### src/hw/poc_defs.vh
// constants and behaviour summary for the port over-current and hvi check block
// Behaviour
// - route code 00 links capture to serial0
// - route code 10 links capture to serial1
// - monitor active only while its enable set
// - supply pin supervised high side, full drive
// - stop mode disables monitor and full drive
// - supply over-current forces low, sets flag
// - ground pins mirrored: sink supervised, forced off
// - analog non-direct: analog on, direct off
// - pull select one pull-up, zero pull-down
// - buffer force keeps digital buffer in analog non-direct outside stop
// - flag holds output disabled until cleared
// - flag interrupts only when enable set
// - outside stop, analog buffer off unless force and non-direct
`ifndef POC_DEFS_VH
`define POC_DEFS_VH
`define POC_ADDR_W 4
// register offsets
`define POC_OFF_DATA 4'h0
`define POC_OFF_DIR 4'h1
`define POC_OFF_ROUTE 4'h2
`define POC_OFF_OCEN 4'h3
`define POC_OFF_OCFLAG 4'h4
`define POC_OFF_OCMASK 4'h5
`define POC_OFF_HVCTL 4'h6
`define POC_OFF_HVSTAT 4'h7
`define POC_OFF_DRIVE 4'h8
// route codes
`define POC_ROUTE_SER0 2'b00
`define POC_ROUTE_SER1 2'b10
// pin positions within the protected port
`define POC_PIN_SUPPLY 2
// hv control field positions
`define POC_HV_ANALOG 0
`define POC_HV_DIRECT 1
`define POC_HV_PULL 2
`define POC_HV_FORCE 3
`define POC_HV_DIGEN 4
`endif

### src/hw/poc_sync2.v
// two flip-flop synchroniser, parameterised width
`timescale 1ns/1ps
`default_nettype none
module poc_sync2 #(
    parameter W = 1
) (
    input wire core_clk,
    input wire rst_n,
    input wire [W-1:0] async_in,
    output wire [W-1:0] sync_out
);
    reg [W-1:0] meta_reg;
    reg [W-1:0] sync_reg;
    // first stage read only by second stage
    always @(posedge core_clk) begin
        if (!rst_n) begin
            meta_reg <= {W{1'b0}};
            sync_reg <= {W{1'b0}};
        end else begin
            meta_reg <= async_in;
            sync_reg <= meta_reg;
        end
    end
    assign sync_out = sync_reg;
endmodule
`default_nettype wire

### src/hw/poc_top.v
// port integration: capture routing, over-current guard, hv input check
//
// Local design decisions: the strobed register port and the register offsets.
`timescale 1ns/1ps
`default_nettype none
`include "poc_defs.vh"
module poc_top (
    input wire core_clk,
    input wire rst_n,
    // register port
    input wire [3:0] reg_addr,
    input wire [7:0] reg_wdata,
    input wire reg_wr,
    input wire reg_rd,
    output reg [7:0] reg_rdata,
    // system mode
    input wire stop_mode,
    // capture routing
    input wire serial0_receive_line,
    input wire serial1_receive_line,
    output wire capture_in3,
    // port pins, bit 2 supply switch, bits 6,5,4,0 ground switches
    input wire [7:0] port_pin_in,
    input wire [7:0] periph_out,
    input wire [7:0] periph_sel,
    output wire [7:0] port_pin_out,
    output wire [7:0] port_pin_oe,
    output wire [7:0] port_full_drive,
    // analog over-current comparators per pin
    input wire [7:0] overcurrent_det,
    output wire [7:0] overcurrent_monitor_pwr,
    // high voltage input
    input wire high_voltage_input,
    output wire hv_pullup_on,
    output wire hv_pulldown_on,
    output wire hv_analog_path_on,
    output wire hv_divider_bypass,
    output wire hv_buffer_on,
    output wire irq
);
    // protected pins: supply (2) and grounds (6,5,4,0)
    localparam [7:0] PROT_MASK = 8'h75;
    localparam [7:0] SUPPLY_MASK = 8'h04;

    // ------------------------------------------------------------
    // registers
    // ------------------------------------------------------------
    reg [7:0] port_output_latch;
    reg [7:0] port_direction_reg;
    reg [1:0] capture_route_sel;
    reg [7:0] overcurrent_monitor_en;
    reg [7:0] overcurrent_flag;
    reg [7:0] overcurrent_flag_next;
    reg [7:0] overcurrent_irq_en;
    reg [7:0] drive_full_reg;
    reg hv_analog_en;
    reg hv_direct_path_sel;
    reg hv_pull_sel;
    reg hv_buffer_force;
    reg hv_digital_en;
    wire hv_sync;
    wire [7:0] oc_sync;

    function is_addr;
        input [3:0] a;
        input [3:0] off;
        begin
            is_addr = (a == off);
        end
    endfunction

    // ------------------------------------------------------------
    // pin input synchronisers
    // ------------------------------------------------------------
    poc_sync2 #(.W(9)) u_sync (
        .core_clk(core_clk),
        .rst_n(rst_n),
        .async_in({high_voltage_input, overcurrent_det}),
        .sync_out({hv_sync, oc_sync})
    );

    // ------------------------------------------------------------
    // capture routing
    // ------------------------------------------------------------
    // only code 10 selects serial one; others default to serial zero
    assign capture_in3 = (capture_route_sel == `POC_ROUTE_SER1) ? serial1_receive_line :
                         serial0_receive_line;

    // ------------------------------------------------------------
    // over-current supervision
    // ------------------------------------------------------------
    wire [7:0] pin_drive_val;
    wire [7:0] monitor_active;
    wire [7:0] sourcing;
    wire [7:0] oc_event;
    wire [7:0] inactive_level;
    genvar gi;
    // output source: peripheral or port latch
    assign pin_drive_val = (periph_sel & periph_out) | (~periph_sel & port_output_latch);
    // monitor powered only while enabled and not in stop
    assign monitor_active = overcurrent_monitor_en & PROT_MASK & {8{~stop_mode}};
    assign overcurrent_monitor_pwr = monitor_active;
    // full drive lost in stop
    assign port_full_drive = drive_full_reg & {8{~stop_mode}};
    // supply pin sources when high, ground pins sink when low
    assign inactive_level = ~SUPPLY_MASK;
    generate
        for (gi = 0; gi < 8; gi = gi + 1) begin : g_oc
            assign sourcing[gi] = port_direction_reg[gi] & (pin_drive_val[gi] != inactive_level[gi]);
            assign oc_event[gi] = monitor_active[gi] & port_full_drive[gi] & sourcing[gi] & oc_sync[gi];
            // forced to disabled level while flag set
            assign port_pin_out[gi] = overcurrent_flag[gi] ? inactive_level[gi] : pin_drive_val[gi];
        end
    endgenerate
    assign port_pin_oe = port_direction_reg;

    // flag: hardware set beats write-one clear
    always @* begin
        overcurrent_flag_next = overcurrent_flag;
        if (reg_wr && is_addr(reg_addr, `POC_OFF_OCFLAG)) begin
            overcurrent_flag_next = overcurrent_flag & ~reg_wdata;
        end
        overcurrent_flag_next = (overcurrent_flag_next | oc_event) & PROT_MASK;
    end

    assign irq = |(overcurrent_flag & overcurrent_irq_en);

    // ------------------------------------------------------------
    // high voltage input
    // ------------------------------------------------------------
    wire hv_analog_nondirect;
    assign hv_analog_nondirect = hv_analog_en & ~hv_direct_path_sel;
    assign hv_analog_path_on = hv_analog_en & ~stop_mode;
    assign hv_divider_bypass = hv_analog_en & hv_direct_path_sel;
    assign hv_pullup_on = hv_pull_sel;
    assign hv_pulldown_on = ~hv_pull_sel;
    // analog outside stop: buffer off unless forced in non-direct mode; in stop it follows the digital enable
    assign hv_buffer_on = stop_mode ? hv_digital_en :
                          (hv_analog_en ? (hv_buffer_force & hv_analog_nondirect) : hv_digital_en);

    // ------------------------------------------------------------
    // register writes
    // ------------------------------------------------------------
    always @(posedge core_clk) begin
        if (!rst_n) begin
            port_output_latch <= 8'h00;
            port_direction_reg <= 8'h00;
            capture_route_sel <= 2'b00;
            overcurrent_monitor_en <= 8'h00;
            overcurrent_flag <= 8'h00;
            overcurrent_irq_en <= 8'h00;
            drive_full_reg <= 8'h00;
            hv_analog_en <= 1'b0;
            hv_direct_path_sel <= 1'b0;
            hv_pull_sel <= 1'b0;
            hv_buffer_force <= 1'b0;
            hv_digital_en <= 1'b0;
        end else begin
            overcurrent_flag <= overcurrent_flag_next;
            if (reg_wr) begin
                case (reg_addr)
                    `POC_OFF_DATA: begin
                        port_output_latch <= reg_wdata;
                    end
                    `POC_OFF_DIR: begin
                        port_direction_reg <= reg_wdata;
                    end
                    `POC_OFF_ROUTE: begin
                        capture_route_sel <= reg_wdata[1:0];
                    end
                    `POC_OFF_OCEN: begin
                        overcurrent_monitor_en <= reg_wdata & PROT_MASK;
                    end
                    `POC_OFF_OCMASK: begin
                        overcurrent_irq_en <= reg_wdata & PROT_MASK;
                    end
                    `POC_OFF_DRIVE: begin
                        drive_full_reg <= reg_wdata;
                    end
                    `POC_OFF_HVCTL: begin
                        hv_analog_en <= reg_wdata[`POC_HV_ANALOG];
                        hv_direct_path_sel <= reg_wdata[`POC_HV_DIRECT];
                        hv_pull_sel <= reg_wdata[`POC_HV_PULL];
                        hv_buffer_force <= reg_wdata[`POC_HV_FORCE];
                        hv_digital_en <= reg_wdata[`POC_HV_DIGEN];
                    end
                    default: begin
                    end
                endcase
            end
        end
    end

    // ------------------------------------------------------------
    // register reads, one cycle later
    // ------------------------------------------------------------
    wire hv_input_state;
    // input state reads zero while buffer is off
    assign hv_input_state = hv_sync & hv_buffer_on;
    always @(posedge core_clk) begin
        if (!rst_n) begin
            reg_rdata <= 8'h00;
        end else if (reg_rd) begin
            case (reg_addr)
                `POC_OFF_DATA: reg_rdata <= port_output_latch;
                `POC_OFF_DIR: reg_rdata <= port_direction_reg;
                `POC_OFF_ROUTE: reg_rdata <= {6'h00, capture_route_sel};
                `POC_OFF_OCEN: reg_rdata <= overcurrent_monitor_en;
                `POC_OFF_OCFLAG: reg_rdata <= overcurrent_flag;
                `POC_OFF_OCMASK: reg_rdata <= overcurrent_irq_en;
                `POC_OFF_HVCTL: reg_rdata <= {3'h0, hv_digital_en, hv_buffer_force, hv_pull_sel,
                                              hv_direct_path_sel, hv_analog_en};
                `POC_OFF_HVSTAT: reg_rdata <= {7'h00, hv_input_state};
                `POC_OFF_DRIVE: reg_rdata <= drive_full_reg;
                default: reg_rdata <= 8'h00;
            endcase
        end else begin
            reg_rdata <= 8'h00;
        end
    end
endmodule
`default_nettype wire

### config.mk
export PLATFORM = sky130hd
export DESIGN_NAME = poc_top
export DESIGN_NICKNAME = d
export VERILOG_FILES = /design/src/hw/poc_sync2.v /design/src/hw/poc_top.v
export VERILOG_INCLUDE_DIRS = /design/src /design/src/hw
export SDC_FILE = /design/constraint.sdc
export NUM_CORES = 1
export LEC_CHECK = 0
export BUFFER_PORTS_ARGS = -buffer_cell sky130_fd_sc_hd__buf_4
export CAP_MARGIN = 15
export CORE_MARGIN = 2
export CORE_UTILIZATION = 50
export CTS_CLUSTER_DIAMETER = 40
export CTS_CLUSTER_SIZE = 16
export DETAILED_ROUTE_END_ITERATION = 10
export GPL_TIMING_DRIVEN = 0
export PLACE_DENSITY = 0.78
export SLEW_MARGIN = 20
export SYNTH_ARGS = -nofsm -noshare
export SYNTH_HDL_FRONTEND = slang
export SYNTH_SLANG_ARGS = --single-unit
### constraint.sdc
create_clock -name core_clk -period 1.26 [get_ports core_clk]
set_input_delay 0.189 -clock core_clk [delete_from_list [all_inputs] [get_ports core_clk]]
set_output_delay 0.189 -clock core_clk [all_outputs]
set_load 0.05 [all_outputs]
==> results of run 1 <==
## layer usage
layer	share of wire, %	wire length, um	global-route usage (%)	up-vias
met5	0	0	0	-
met4	2.3	238	9.24	0
met3	7.1	726	6.49	30
met2	49	5000	46.6	184
met1	42	4280	37.1	1491
li1	-	-	-	1484
## layout make-up
type                       count  area [um2]
clock buffer                  10         138
clock inverter                 6         138
fill                         461        1570
buffer                        28         161
tap                           77        96.3
timing repair buffer         103         935
inverter                       2        7.51
multi-input combinational    261        1910
sequential                    66        1360
## per-stage QoR
stage | setup WS [ns] | setup TNS [ns] | std cells
after CTS | -0.291 | -1.45 | 547
after floorplan | -0.110 | -0.826 | 357
final | -0.310 | -1.79 | 553
after detailed placement | -0.345 | -13.13 | 515
after global routing | -0.346 | -2.27 | 553
after global placement | -0.325 | -13.04 | 515
## synth_stat cells (5+ instances only)
cell type / count / area [um2]
nand2_1: 34 / 128
nand3_1: 31 / 155
dfxtp_1: 66 / 1320
mux2i_1: 22 / 220
nor2b_1: 37 / 231
clkbuf_1: 9 / 33.8
buf_4: 7 / 52.6
a21oi_1: 7 / 35.0
nand4_1: 6 / 37.5
a22oi_1: 5 / 37.5
o21a_1: 6 / 45.0
mux2_2: 6 / 67.6
nor2_1: 7 / 26.3
a21boi_1: 29 / 218
and2_1: 15 / 93.8
a211oi_1: 5 / 37.5
buf_2: 9 / 45.0
## report_power, final
group | total (mW) | internal [mW] | switching (mW)
registers | 2.13 | 2.11 | 0.0197
clock network | 2.42 | 1.57 | 0.848
logic | 0.659 | 0.273 | 0.386
total | 5.22 | 3.96 | 1.25
## logic make-up (layout without fill, tap and decap cells)
group / after synthesis / count (layout) / share of synthesized area, %
AND/OR/NAND/NOR: 154 / 154 / 27.5
buffers and inverters: 30 / 149 / 5.11
AO/OA/AOI/OAI: 74 / 74 / 16.8
other: 1 / 3 / 0.116
multiplexers: 30 / 30 / 9.60
flip-flops: 66 / 66 / 40.9
## worst max path at each step
stage | start | cells after the start | endpoint
global placement | reg_addr[0] | 6 | drive_full_reg[6]$_SDFFE_PN0P_
CTS | overcurrent_irq_en[6]$_SDFFE_PN0P_ | 3 | irq
global route | hv_analog_en$_SDFFE_PN0P_ | 3 | hv_buffer_on
finish | hv_analog_en$_SDFFE_PN0P_ | 3 | hv_buffer_on
detailed placement | reg_addr[0] | 6 | drive_full_reg[5]$_SDFFE_PN0P_
floorplan | hv_analog_en$_SDFFE_PN0P_ | 4 | reg_rdata[0]$_SDFF_PN0_
## critical path, stage by stage, from the launching register on
cell     delay (ns)
dfxtp_4        0.36
nor2b_4        0.16
mux2_4         0.34
buf_8          0.16
## repair_timing
| action | CTS | global route |
|---|---|---|
| hold endpoints to repair | 0 | 0 |
| resized for setup | 66 | 35 |
| setup buffers | 16 | 7 |
| pin swaps | 7 | 3 |
| hold buffers | 0 | 0 |
| endpoints found under the setup margin | 25 | 39 |
==> results.tsv, run 1 <==
metric	value	unit
Area Overhead vs Synth	46.8	%
DR DRC count	0	
FFs w/ async S/R, synth	0	%
Congestion Overflow GR	0	
crit path DAT	1.38	ns
GRT Util Overall	28.4	%
reg-to-reg endpoint	reg_rdata[0]$_SDFF_PN0_	
DR vias	3189	
# diodes	0	
largest net degree at the start of global routing	13	
PwrDens	1100	nW/um2
post-synthesis sequential area ratio	40.9	%
Final Worst Setup Slack	-0.310	ns
placed cell area	4000	um2
Final Util	75.2	%
vias in the first global route	2969	
Final Cycle Share	125	%
Gate Count Post-Synth	355	
Register-to-Register Setup Slack	-0.10	ns
leakage	1.88	nW
Hold Vio Cnt, Final	0	
RSZ-0062 raised after global routing	yes	
status	finished with violations	
CTS root buffer	clkbuf_8	
synthesized flop and latch total	66	
total chip power	5.22	mW
actual slew at the worst max-slew pin	0.598	ns
hpwl dp	7080	um
initial antenna violation count	0	
CTS clock-pin slew for the worst setup and hold paths	0.08	ns
leading cell types in the layout, fill and taps excluded	buf_4 (78), dfxtp_1 (42), nand2_1 (32)	
clk_skew	0.00655	ns
antenna-violating nets left	0	
CTS tree	done	
layout cells sized above 1	42.2	%
First-pass DRT Iterations	5	
ys flop type	dfxtp_1	
slew margin rel.	60.1	%
Unique masters post-synth	54	
Skew-Pair Late Insertion Delay	0.35	ns
RePlAce Congestion	0.959	
# IOs	99	
average routed wire per standard cell	18.5	um
Hold Crit Start	overcurrent_det[0]	
Max clock buf depth	2	
wire length after detailed routing	10200	um
setup violators final	14	
port buffer count	81	
VDD IR max	0.950	mV
most common cell after layout, fill and taps aside	buf_4	
warnings from Yosys	0	
critical path class	reg -> out	
Netlist Area Pre-Place	3230	um2
Max-Cap Viols	0	
die height	84.4	um
vias per cell	5.77	
Slew Limit Fails	0	
worst hold path cell count	2	
Num CTS Buffers	9	
Die ar.	7130	um2
FMAX	637	MHz
failing checks	negative setup slack	
starting density of the core	51.2	%
crit path capture type	output port	
CTS Sinks	66	
Post-synth EDFFs	0	
crit start category	flip-flop	
Nets	523	
average footprint of a synthesized cell	9.11	um2
WP data required	1.07	ns
H-Tree Depth	3	
Reg2Reg Depth	6	
Final min period	1.57	ns
design area	4750	um2
DRT iter0 DRCs	317	
Worst Hold Endpoint	u_sync.meta_reg[0]$_SDFF_PN0_	
first-pass GRT wire length	15500	um
critical path peak fanout	2	
min-delay worst type	in -> reg	
Chip Width	84.4	um
Core Region	6310	um2
hold slack	0.0417	ns
reg2reg start	hv_analog_en$_SDFFE_PN0P_	
Rows	29	
Power figures use the tool's default switching activity.
==> run 2: changes to the inputs <==
--- a/config.mk
+++ b/config.mk
@@ -8,13 +8,15 @@
 export LEC_CHECK = 0
 export BUFFER_PORTS_ARGS = -buffer_cell sky130_fd_sc_hd__buf_4
 export CAP_MARGIN = 15
-export CORE_MARGIN = 2
+export CORE_ASPECT_RATIO = 0.7
+export CORE_MARGIN = 1
 export CORE_UTILIZATION = 50
 export CTS_CLUSTER_DIAMETER = 40
 export CTS_CLUSTER_SIZE = 16
 export DETAILED_ROUTE_END_ITERATION = 10
 export GPL_TIMING_DRIVEN = 0
 export PLACE_DENSITY = 0.78
+export SKIP_CTS_REPAIR_TIMING = 1
 export SLEW_MARGIN = 20
 export SYNTH_ARGS = -nofsm -noshare
 export SYNTH_HDL_FRONTEND = slang
==> results.tsv, run 2 (synthesis results as in run 1) <==
metric	value	unit	change
CTS tree	done		
critical path peak fanout	3		+1
CTS clock-pin slew for the worst setup and hold paths	0.08	ns	about the same
DR DRC count	2		+2
grt met2 use	49.5	%	+2.9 points
H-Tree Depth	3		unchanged
vias in the first global route	2957		-0.40%
Final min period	1.57	ns	+0.00124 ns
DRT iter0 DRCs	354		+12%
vias per cell	5.78		+0.29%
layout cells sized above 1	39.5	%	-2.7 points
Final Cycle Share	125	%	about the same
leading cell types in the layout, fill and taps excluded	buf_4 (72), dfxtp_1 (41), nand2_1 (34)		
critical path class	reg -> out		
Max clock buf depth	2		unchanged
most used routing layer	met2		
Area Overhead vs Synth	38.0	%	
RSZ-0062 raised after global routing	yes		
Worst Hold Endpoint	u_sync.meta_reg[6]$_SDFF_PN0_		
Register-to-Register Setup Slack	0.04	ns	+0.14 ns
crit path DAT	1.38	ns	about the same
Critical path buffers and inverters	1		unchanged
leakage	1.74	nW	-7.8%
actual slew at the worst max-slew pin	0.570	ns	-0.0280 ns
Hold Vio Cnt, Final	0		unchanged
VDD IR max	0.774	mV	-18%
reg-to-reg endpoint	reg_rdata[0]$_SDFF_PN0_		
Slowest-stage cell, CP	a222oi_1		
PwrDens	983	nW/um2	-11%
Chip Width	98.1	um	+16%
Worst setup startpoint	overcurrent_irq_en[6]$_SDFFE_PN0P_		
Congestion Overflow GR	0		unchanged
CP top delay family	compound AO/OA/AOI/OAI gates		
# diodes	0		unchanged
antenna-violating nets left	0		unchanged
Final Worst Setup Slack	-0.311	ns	-0.00124 ns
crit path capture type	output port		
first-pass GRT wire length	15500	um	+0.26%
setup TNS	-1.48	ns	+0.313 ns
# IOs	99		unchanged
CTS root buffer	clkbuf_8		
average routed wire per standard cell	18.7	um	+0.97%
GR Layer Usage met1	40.2	%	+3.1 points
GRT Util Overall	30.3	%	+2.0 points
clk_skew	0.0138	ns	+0.00730 ns
initial antenna violation count	0		unchanged
crit start category	flip-flop		
worst hold path cell count	2		unchanged
Rows	24		-17%
Num CTS Buffers	9		unchanged
Core Region	6250	um2	-1.1%
slew margin rel.	62.0	%	+1.9 points
CTS Sinks	66		unchanged
cell total after placement	516		+0.19%
largest net degree at the start of global routing	12		-1
Nets	510		-2.5%
Max-Cap Viols	0		unchanged
wire length after detailed routing	10100	um	-1.2%
starting density of the core	51.8	%	+0.55 points
Hold Crit Start	overcurrent_det[6]		
setup violators final	11		-3
First-pass DRT Iterations	11		+6
die height	69.3	um	-18%
hpwl dp	7070	um	-0.23%
status	finished with violations		
Non-Filler Instances	541		-2.2%
DR vias	3129		-1.9%
FMAX	636	MHz	about the same
global-route met3 utilization	6.25	%	-0.24 points
port buffer count	81		unchanged
RePlAce Congestion	0.873		-8.9%
cells along the critical path	a222oi_1 -> nand2_1 -> buf_6		
Die ar.	6800	um2	-4.6%
most common cell after layout, fill and taps aside	buf_4		
CP max stage delay	0.39	ns	+0.03 ns
failing checks	design-rule violations, negative setup slack		
Slew Limit Fails	0		unchanged
WP data required	1.07	ns	about the same
reg2reg start	hv_analog_en$_SDFFE_PN0P_		
min-delay worst type	in -> reg		
Skew-Pair Late Insertion Delay	0.36	ns	about the same
Reg2Reg Depth	5		-1
run 2: changes by cell type in the layout (fill, tap and decap cells not counted), sizes merged:
cell / delta
clkbuf: +1
clkinv: +1
clkinvlp: +2
buf: -13
bufinv: -4
run 2: worst reg2reg max path, stage by stage (launching register included):
cell and delay [ns]:
dfxtp_2 0.35, nor2b_4 0.17, mux2_4 0.32, buf_4 0.14, nand4_1 0.06, a31oi_1 0.07
run 2: cell type report:
class	instances	area (um2)
buffer	28	161
sequential	66	1360
multi-input combinational	261	1880
clock buffer	11	141
timing repair buffer	90	788
tap	78	97.6
inverter	2	7.51
fill	490	1780
clock inverter	5	30.0
run 2: per-stage QoR:
| step | setup WS (ns) | total power, mW | utilization, % | hold WS [ns] | area, um2 |
|---|---|---|---|---|---|
| floorplan | -0.110 | 2.53 | - | 0.316 | 3290 |
| global placement | -0.395 | 2.77 | 64.0 | 0.397 | 4000 |
| detailed placement | -0.383 | 2.78 | 64.0 | 0.400 | 4000 |
| CTS | -0.366 | 4.32 | 66.8 | 0.0375 | 4170 |
| global route | -0.337 | 4.49 | 71.4 | 0.0456 | 4460 |
| finish | -0.311 | 4.39 | 71.4 | 0.0374 | 4460 |
run 2: worst max path at each step:
| stage | to | cells after the start |
|---|---|---|
| after detailed placement | overcurrent_flag[6]$_SDFF_PN0_ | 6 |
| after CTS | irq | 3 |
| after global placement | overcurrent_flag[0]$_SDFF_PN0_ | 6 |
| final | irq | 3 |
| after floorplan | reg_rdata[0]$_SDFF_PN0_ | 4 |
| after global routing | irq | 3 |
run 2: where the power goes:
| part | switching [mW] | internal [mW] | leakage [nW] |
|---|---|---|---|
| clock | 0.851 | 0.757 | 0.0851 |
| combinational | 0.383 | 0.260 | 1.10 |
| sequential | 0.0206 | 2.12 | 0.548 |
| total | 1.26 | 3.13 | 1.74 |
run 2: metal layers:
layer  part of all wire (%)  up-vias  routed length [um]
met2                     46      158                4680
met3                    8.5       23                 862
li1                       -     1450                   -
met1                     43     1498                4380
met4                    2.0        0                 202
met5                      0        -                   0
